### src/inc/bsp_map.svh
// Register offsets, field positions, reset values and timing counts.
// Assumes a 10 MHz clock and byte addressing on the register bus.
`ifndef BSP_MAP_SVH
`define BSP_MAP_SVH

`define BSP_OFS_CTRL        4'h0
`define BSP_OFS_STATUS      4'h4

`define BSP_CTRL_PM_LSB     0
`define BSP_CTRL_PM_MSB     2
`define BSP_CTRL_BSIE_BIT   3
`define BSP_CTRL_BATTERY_LOW_IRQ_ENABLE_BIT   4
`define BSP_CTRL_PM_RST     3'h7

`define BSP_ST_BSF_BIT      0
`define BSP_ST_BLF_BIT      1
`define BSP_ST_ONBAT_BIT    2
`define BSP_ST_CMPEN_BIT    3

`define BSP_CLK_MHZ         10
`define BSP_REC_MIN_US      15630
`define BSP_REC_MAX_US      31250
`define BSP_REC_CYCLES      (`BSP_REC_MIN_US * `BSP_CLK_MHZ)

`endif

### src/inc/bsp_pkg.sv
// Types shared by the switch-over and power-fail monitor.
// Assumes nothing beyond the map header.
package bsp_pkg;

   typedef enum logic [1:0] {
      BSP_MODE_STD,
      BSP_MODE_DIRECT,
      BSP_MODE_OFF
   } bsp_mode_e;

   typedef logic [18:0] bsp_cnt_t;

   typedef struct packed {
      logic [3:0]  s1;
      logic [3:0]  s2;
      logic [2:0]  pm;
      logic        bsie;
      logic        battery_low_irq_enable;
      logic        bsf;
      logic        battery_low_flag;
      logic        on_bat;
      logic        cmp_en;
      bsp_cnt_t    rec_cnt;
      logic        pfo_low;
      logic        ack;
      logic [31:0] rdata;
   } bsp_state_s;

endpackage

### src/hw/bsp_monitor.sv
// Supply switch-over, battery-low flagging and power-fail output control.
// Assumes asynchronous comparator levels and an Avalon-MM master.
//
// Added by the designer: register access over Avalon-MM and the placing of the registers.
`timescale 1ns/1ps
`include "bsp_map.svh"

module bsp_monitor #(
   parameter int REC_CYCLES = `BSP_REC_CYCLES
) (
   input  wire logic        clk,
   input  wire logic        resetn,
   input  wire logic        vdd_below_bat,
   input  wire logic        vdd_below_thr,
   input  wire logic        bat_below_low,
   input  wire logic        pfi_below_ref,
   input  wire logic [3:0]  avs_address,
   input  wire logic        avs_read,
   input  wire logic        avs_write,
   input  wire logic [31:0] avs_writedata,
   input  wire logic [3:0]  avs_byteenable,
   output logic      [31:0] avs_readdata,
   output logic             avs_waitrequest,
   output logic             backed_supply_out,
   output logic             power_fail_out_n_o,
   output logic             power_fail_out_n_oe,
   output logic             irq
);

   localparam int VB = 0;
   localparam int VT = 1;
   localparam int BL = 2;
   localparam int PF = 3;

   bsp_pkg::bsp_state_s st_r;
   bsp_pkg::bsp_state_s st_nxt;
   bsp_pkg::bsp_mode_e  mode;
   logic                bl_en;
   logic                pf_en;
   logic                sel_bat;
   logic                req;
   logic                take;

   // ------------------------------------------------------------
   // Mode decode
   // ------------------------------------------------------------
   always_comb begin
      case (st_r.pm)
         3'h0, 3'h1, 3'h2: mode = bsp_pkg::BSP_MODE_STD;
         3'h3, 3'h4, 3'h5: mode = bsp_pkg::BSP_MODE_DIRECT;
         default:          mode = bsp_pkg::BSP_MODE_OFF;
      endcase
      bl_en = (st_r.pm == 3'h0) || (st_r.pm == 3'h3);
      pf_en = !((st_r.pm == 3'h2) || (st_r.pm == 3'h5) ||
                (st_r.pm == 3'h7));
      case (mode)
         bsp_pkg::BSP_MODE_STD:    sel_bat = st_r.s2[VB] & st_r.s2[VT];
         bsp_pkg::BSP_MODE_DIRECT: sel_bat = st_r.s2[VB];
         default:                  sel_bat = 1'b0;
      endcase
   end

   assign req  = avs_read | avs_write;
   assign take = req & st_r.ack;

   // ------------------------------------------------------------
   // Next state
   // ------------------------------------------------------------
   always_comb begin
      st_nxt = st_r;
      st_nxt.s1 = {pfi_below_ref, bat_below_low, vdd_below_thr,
                   vdd_below_bat};
      st_nxt.s2 = st_r.s1;

      // One wait cycle, then the answer; reads are captured early.
      st_nxt.ack = req & ~st_r.ack;
      if (avs_read && !st_r.ack) begin
         st_nxt.rdata = 32'h0;
         if (!st_r.on_bat) begin
            case (avs_address)
               `BSP_OFS_CTRL: begin
                  st_nxt.rdata[`BSP_CTRL_PM_MSB:`BSP_CTRL_PM_LSB] = st_r.pm;
                  st_nxt.rdata[`BSP_CTRL_BSIE_BIT] = st_r.bsie;
                  st_nxt.rdata[`BSP_CTRL_BATTERY_LOW_IRQ_ENABLE_BIT] = st_r.battery_low_irq_enable;
               end
               `BSP_OFS_STATUS: begin
                  st_nxt.rdata[`BSP_ST_BSF_BIT]   = st_r.bsf;
                  st_nxt.rdata[`BSP_ST_BLF_BIT]   = st_r.battery_low_flag;
                  st_nxt.rdata[`BSP_ST_ONBAT_BIT] = st_r.on_bat;
                  st_nxt.rdata[`BSP_ST_CMPEN_BIT] = st_r.cmp_en;
               end
               default: st_nxt.rdata = 32'h0;
            endcase
         end
      end

      if (take && avs_write && !st_r.on_bat && avs_byteenable[0]) begin
         case (avs_address)
            `BSP_OFS_CTRL: begin
               st_nxt.pm   = avs_writedata[`BSP_CTRL_PM_MSB:`BSP_CTRL_PM_LSB];
               st_nxt.bsie = avs_writedata[`BSP_CTRL_BSIE_BIT];
               st_nxt.battery_low_irq_enable = avs_writedata[`BSP_CTRL_BATTERY_LOW_IRQ_ENABLE_BIT];
            end
            `BSP_OFS_STATUS: begin
               if (avs_writedata[`BSP_ST_BSF_BIT]) begin
                  st_nxt.bsf = 1'b0;
               end
            end
            default: st_nxt.pm = st_r.pm;
         endcase
      end

      // The set below overrides a clear issued in the same cycle.
      st_nxt.on_bat = sel_bat;
      if (sel_bat && !st_r.on_bat) begin
         st_nxt.bsf = 1'b1;
      end
      if (mode == bsp_pkg::BSP_MODE_OFF) begin
         st_nxt.bsf = 1'b0;
      end

      // Follows the comparator on either supply when pm is 0 or 3, else held at 0; no software path exists.
      st_nxt.battery_low_flag = bl_en & st_r.s2[BL];

      if (sel_bat) begin
         st_nxt.cmp_en  = 1'b0;
         st_nxt.rec_cnt = '0;
      end else if (st_r.on_bat) begin
         st_nxt.rec_cnt = bsp_pkg::bsp_cnt_t'(REC_CYCLES);
      end else if (st_r.rec_cnt != '0) begin
         st_nxt.rec_cnt = st_r.rec_cnt - 19'h1;
         if (st_r.rec_cnt == 19'h1) begin
            st_nxt.cmp_en = 1'b1;
         end
      end

      // The comparator result counts only once recovery has finished.
      st_nxt.pfo_low = sel_bat |
                       (~st_r.on_bat & st_r.cmp_en & pf_en &
                        st_r.s2[PF]);
   end

   // ------------------------------------------------------------
   // State register
   // ------------------------------------------------------------
   always_ff @(posedge clk) begin
      if (!resetn) begin
         st_r        <= '0;
         st_r.pm     <= `BSP_CTRL_PM_RST;
         st_r.cmp_en <= 1'b1;
      end else begin
         st_r <= st_nxt;
      end
   end

   assign avs_waitrequest     = req & ~st_r.ack;
   assign avs_readdata        = st_r.rdata;
   assign backed_supply_out   = st_r.on_bat;
   assign power_fail_out_n_o  = 1'b0;
   assign power_fail_out_n_oe = st_r.pfo_low;
   assign irq = (st_r.bsf & st_r.bsie) | (st_r.battery_low_flag & st_r.battery_low_irq_enable);
endmodule

### config.mk
export PLATFORM = sky130hd
export DESIGN_NAME = bsp_monitor
export DESIGN_NICKNAME = d
export VERILOG_FILES = /design/src/inc/bsp_pkg.sv /design/src/hw/bsp_monitor.sv
export VERILOG_INCLUDE_DIRS = /design/src /design/src/inc
export SDC_FILE = /design/constraint.sdc
export NUM_CORES = 1
export LEC_CHECK = 0
export ABC_AREA = 1
export ABC_CLOCK_PERIOD_IN_PS = 2700
export BUFFER_PORTS_ARGS = -buffer_cell sky130_fd_sc_hd__buf_2
export CAP_MARGIN = 25
export CORE_MARGIN = 3
export CORE_UTILIZATION = 53
export CTS_CLUSTER_DIAMETER = 100
export DETAILED_ROUTE_END_ITERATION = 10
export PLACE_DENSITY_LB_ADDON = 0.15
export SLEW_MARGIN = 30
export SYNTH_ARGS = -nofsm -noshare
export SYNTH_HDL_FRONTEND = slang
export SYNTH_SLANG_ARGS = --single-unit
### constraint.sdc
create_clock -name clk -period 2.7 [get_ports clk]
set_input_delay 0.54 -clock clk [delete_from_list [all_inputs] [get_ports clk]]
set_output_delay 0.54 -clock clk [all_outputs]
set_load 0.05 [all_outputs]
# Word-level counts from Yosys, hierarchy flattened
# Index checks and enable logic that the tools add are counted.
dict set report op_classes {
  n_shift 0
  n_mul 0
  mux 14
  n_eq_ne 11
  div_mod_pow 0
  bitwise 15
  n_reduce_logical 29
  order_cmp 0
  n_addsub 1
}
# cell n
set ops {}
lappend ops {{2-to-1 mux 20 bit} 2}
lappend ops {{equality test 19 x 1 -> 1 bit (second input constant)} 1}
lappend ops {{2-to-1 mux 19 bit} 1}
lappend ops {{nonzero test 19 bit} 1}
lappend ops {{subtractor 19 x 1 -> 19 bit (second input constant)} 1}
lappend ops {{nonzero test 2 bit} 6}
lappend ops {{AND 1 bit} 9}
lappend ops {{equality test 3 bit (second input constant)} 3}
lappend ops {{OR reduction 3 bit} 3}
lappend ops {{one-hot mux 4 bit (2 select lines)} 1}
lappend ops {{2-to-1 mux 1 bit} 7}
lappend ops {{equality test 3 x 2 -> 1 bit (second input constant)} 2}
lappend ops {{AND reduction 3 bit} 2}
lappend ops {{logical AND 1 bit} 5}
lappend ops {{2-to-1 mux 5 bit} 1}
lappend ops {{equality test 4 x 3 -> 1 bit (second input constant)} 1}
lappend ops {{logical NOT 4 bit} 1}
lappend ops {{one-hot mux 2 bit (2 select lines)} 1}
lappend ops {{OR reduction 2 bit} 2}
lappend ops {{equality test 3 x 1 -> 1 bit (second input constant)} 1}
lappend ops {{logical NOT 1 bit} 3}
lappend ops {{logical NOT 3 bit} 1}
lappend ops {{logical OR 1 bit} 3}
lappend ops {{NOT 1 bit} 3}
lappend ops {{7 further kinds} 9}
dict set report word_totals {
  romBits 0
  latch_bits 0
  inputBits 48
  mem_count 0
  ram_bits 0
  out_inout_bits 37
  regBits 70
}

# Depth between registers and ports, before layout
dict set report depth {
  ltp_word 8
  mapped_depth 9
}

# Least setup slack after synthesis
# No wires, ideal clock.
dict set report synth_path {
  kind {register to output}
  from {reg st_r[56] (netlist bit)}
  to {out irq}
  arrival_time_ns 1.449
  path_stages_with_launch 3
  slack_ns 0.711
  path_cell_list {dfxtp_1 > inv_1 > o21ai_0}
}
dict set report synth_between {
  elab_chain_cells 2
}
# item line_no
set synth_rtl {}
lappend synth_rtl {{start: declaration} bsp_monitor.sv:35} ;# bsp_pkg::bsp_state_s st_r;
lappend synth_rtl {{start signal: assignment} bsp_monitor.sv:152} ;# st_r <= st_nxt;
lappend synth_rtl {{AND 1 bit} bsp_monitor.sv:161} ;# assign irq = (st_r.bsf & st_r.bsie) | (st_r.battery_low_flag & st_r.battery_low_irq_enable);
lappend synth_rtl {{bitwise OR 1 bit} bsp_monitor.sv:161}
lappend synth_rtl {{end: declaration} bsp_monitor.sv:27} ;# output logic irq
# Every way passes these cells.

# Worst setup path in the final report
dict set report layout_path {
  from {in avs_write}
  to {out avs_waitrequest}
}
dict set report layout_between {
  elab_chain_cells 2
}
# item line_no
set layout_rtl {}
lappend layout_rtl {{start: declaration} bsp_monitor.sv:19} ;# input wire logic avs_write,
lappend layout_rtl {{bitwise OR 1 bit} bsp_monitor.sv:63} ;# assign req = avs_read | avs_write;
lappend layout_rtl {{AND 1 bit} bsp_monitor.sv:156} ;# assign avs_waitrequest = req & ~st_r.ack;
lappend layout_rtl {{end: declaration} bsp_monitor.sv:23} ;# output logic avs_waitrequest,
# Every way passes these cells.

==> flow_metrics.env <==
export IMPL_status="completed"
export IMPL_p_per_area_mw_per_mm2=1005
export IMPL_firstDrtPassIters=4
export IMPL_finalInstanceArea_mm2=0.002469
export IMPL_pwr_share_seq_pct=33.7
export IMPL_critPathCaptureType="output pin"
export IMPL_crit_arrival_ps=1120
export IMPL_maxCapViolCount=0
export IMPL_routedWlPerCell_um=10.95
export IMPL_grt_use_met3_pct=4.571
export IMPL_slowest_delay_ps=290
export IMPL_ys_types=31
export IMPL_fmax_mhz=603.2
export IMPL_cts_root_buffer="clkbuf_8"
export IMPL_drc=0
export IMPL_crit_chain="buf_2 > inv_1 > a21oi_1 > buf_2"
export IMPL_ys_seq_area_share_pct=36.67
export IMPL_whs_ps=416.5
export IMPL_nets=402
export IMPL_overflow=0
export IMPL_busiest_layer="met2"
export IMPL_finalSetupTns_ps=0
export IMPL_startpoint_type="input pin"
export IMPL_ys_ff_latch=43
export IMPL_io_pin_count=85
export IMPL_clkLatencyLatePin_ps=300
export IMPL_cp_startpoint="avs_write"
export IMPL_leakage_nw=1.260
export IMPL_worstSetupPathType="in -> out"
export IMPL_drive_gt1_share_pct=17.90
export IMPL_core_mm2=0.004144
export IMPL_finalCriticalPeriod_ps=1658
export IMPL_maxSlewViolCount=0
export IMPL_start_util_pct=56.64
export IMPL_vias=1875
export IMPL_cts_max_level=2
export IMPL_syn_to_final_growth_pct=5.171
export IMPL_grt_first_pass_wirelength_um=7231
export IMPL_gp_congestion=0.8819
export IMPL_clk_pin_slew_ps=90
export IMPL_cts_resized=0
export IMPL_p_sw_share_pct=46.07
export IMPL_rows=23
export IMPL_diodes=0
export IMPL_grt_util_met2_pct=27.05
export IMPL_grt_max_degree=19
export IMPL_ir_worst_vdd_mv=0.4876
export IMPL_synth_area_top_cells="dfxtp_1 37%, nand2_1 11%, buf_4 11%"
export IMPL_cts_tree="built"
export IMPL_avgSynthCellArea_um2=7.178
export IMPL_cts_sinks=43
export IMPL_netlist_area_leader_share_pct=36.67
export IMPL_grt_pass1_vias=1584
export IMPL_holdCritPathClass="in -> reg"
export IMPL_io_buffers=26
export IMPL_crit_top_cell="buf_2"
export IMPL_clock_path_buffers=2
export IMPL_finalHoldViolations=0
export IMPL_die_h_um=72.55
export IMPL_syn_inst=327
export IMPL_rsz0062_at_grt="false"
export IMPL_period_share_pct=61.40
export IMPL_cp_max_fo=2
export IMPL_p_comb_share_pct=49.5
export IMPL_r2r_slack_ps=1110
export IMPL_ys_warnings_count=0
export IMPL_worstRegToRegCells=6
export IMPL_fin_worst_skew_ps=6.172
export IMPL_viasPerCell=4.664
export IMPL_nFillCells=416
export IMPL_cp_required_ps=2160
export IMPL_dieArea_mm2=0.005264
export IMPL_routed_wl_um=4401
export IMPL_cts_hold_buffers_added=0
export IMPL_cts_buffers=5
export IMPL_die_x_um=72.55
export IMPL_clkPwrFrac_pct=16.8
export IMPL_rr_startpoint="st_r[34]$_SDFFE_PP0P_"
export IMPL_post_dp_hpwl_um=3418
export IMPL_placed_area_mm2=0.002375
export IMPL_min_to="st_nxt[65]$_SDFF_PN0_"
export IMPL_drt_initial_drc_count=96
export IMPL_cpLargestDelayFamily="buffers and inverters"
export IMPL_yosysTopAreaCell="dfxtp_1"
export IMPL_crit_buf_inv=3
export IMPL_whs_path_depth=3
export IMPL_track_usage_pct=17.62
export IMPL_switchingPower_mw=1.143
export IMPL_grt_met1_usage_pct=24.16
export IMPL_final_antenna_net_count=0
export IMPL_cts_setup_buffers=0
export IMPL_grt_antenna_before_repair=0
export IMPL_synth_area_mm2=0.002347
export IMPL_cp_slowest_cell="buf_2"
export IMPL_internal_power_mw=1.338
export IMPL_setup_violations=0
export IMPL_worstReg2RegEnd="st_r[42]$_SDFFE_PP0P_"
export IMPL_worstHoldStart="pfi_below_ref"
metrics by stage:
| step | utilization, % | worst slack, ps | power, mW | cells |
|---|---|---|---|---|
| floorplan | - | 711.0 | 1.919 | 354 |
| global placement | 57.31 | 1044 | 2.053 | 394 |
| detailed placement | 57.31 | 1035 | 2.078 | 394 |
| CTS | 59.57 | 1033 | 2.507 | 402 |
| global route | 59.57 | 938.8 | 2.703 | 402 |
| finish | 59.57 | 1042 | 2.481 | 402 |
worst max-delay path by stage:
stage / end / slack, ps / depth (start not counted)
after CTS: avs_waitrequest / 1030 / 4
after global routing: irq / 940 / 3
after detailed placement: avs_waitrequest / 1040 / 4
final: avs_waitrequest / 1040 / 4
after global placement: avs_waitrequest / 1040 / 4
after floorplan: irq / 710 / 2
Yosys cell counts:
master and instances:
buf_6 1, clkinv_1 2, nand2_4 1, nand3_1 22, a21oi_1 18, xor2_1 8
clkbuf_1 2, nand4_1 3, o211ai_1 4, o21ai_0 5, nand2_1 67, nor2_2 8
conb_1 1, or2_2 2, nand3b_1 1, ha_1 3, dfxtp_1 43, nor3_1 2
inv_2 2, nor3_2 5, buf_4 33, nor2_1 37, nand3_4 1, nand2_2 5
o22ai_1 1, o21ai_1 1, a31oi_1 2, nor2_4 4, nand3_2 1, and2_1 1
inv_1 41
power groups by stage:
stage | clock network (mW) | registers (mW) | logic, mW
after floorplan | 0 | 0.830 | 1.09
after global placement | 0 | 0.849 | 1.20
after detailed placement | 0 | 0.851 | 1.23
after CTS | 0.433 | 0.839 | 1.24
after global routing | 0.461 | 0.854 | 1.39
final | 0.416 | 0.837 | 1.23
flip-flops by register name, indices dropped and copies added (netlist names):
name	count
st_r	32
avs_readdata	5
st_nxt	4
backed_supply_out	1
power_fail_out_n_oe	1
logic make-up after synthesis:
group / share of synthesized area [%]
adder cells (fa/ha/maj): 1.599
flip-flops: 36.67
buffers and inverters: 18.55
XOR/XNOR: 2.985
AO/OA/AOI/OAI: 7.196
AND/OR/NAND/NOR: 32.84
other: 0.1598
placed cells by master, fill, tap and decap left out, drive strengths merged:
cell      netlist  routed
nor3            7       7
nand4           3       3
nand3          24      24
buf            34      26
dfxtp          43      43
clkinv          2       4
or2             2       2
and2            1       1
a21oi          18      18
xor2            8       8
conb            1      28
a31oi           2       2
inv            43      43
o211ai          4       4
nand3b          1       1
nand2          73      73
o21ai           6       6
clkinvlp        0       1
clkbuf          2       5
nor2           49      49
o22ai           1       1
ha              3       3
final cells by class:
cell class,count,area (um2),area share [%]
flip-flops and latches,43,860.8,34.87
well taps,50,62.56,2.534
multi-input cells,230,1152,46.68
clock inverters,3,25.02,1.014
inverters,45,168.9,6.842
repair buffers,26,130.1,5.271
clock buffers,5,68.82,2.788
metal layers:
metal	share of wire, %	routed length [um]	vias up
li1	-	-	1004
met1	49	2173	817
met2	44	1956	49
met3	5.2	230	5
met4	0.91	40	0
met5	0	0	-
tightest hold or removal path, delay by kind of cell:
family	cells	cell delay [ps]
buffers and inverters	2	110
AND/OR/NAND/NOR	1	40
No activity file was read; power rests on OpenSTA's default activity.
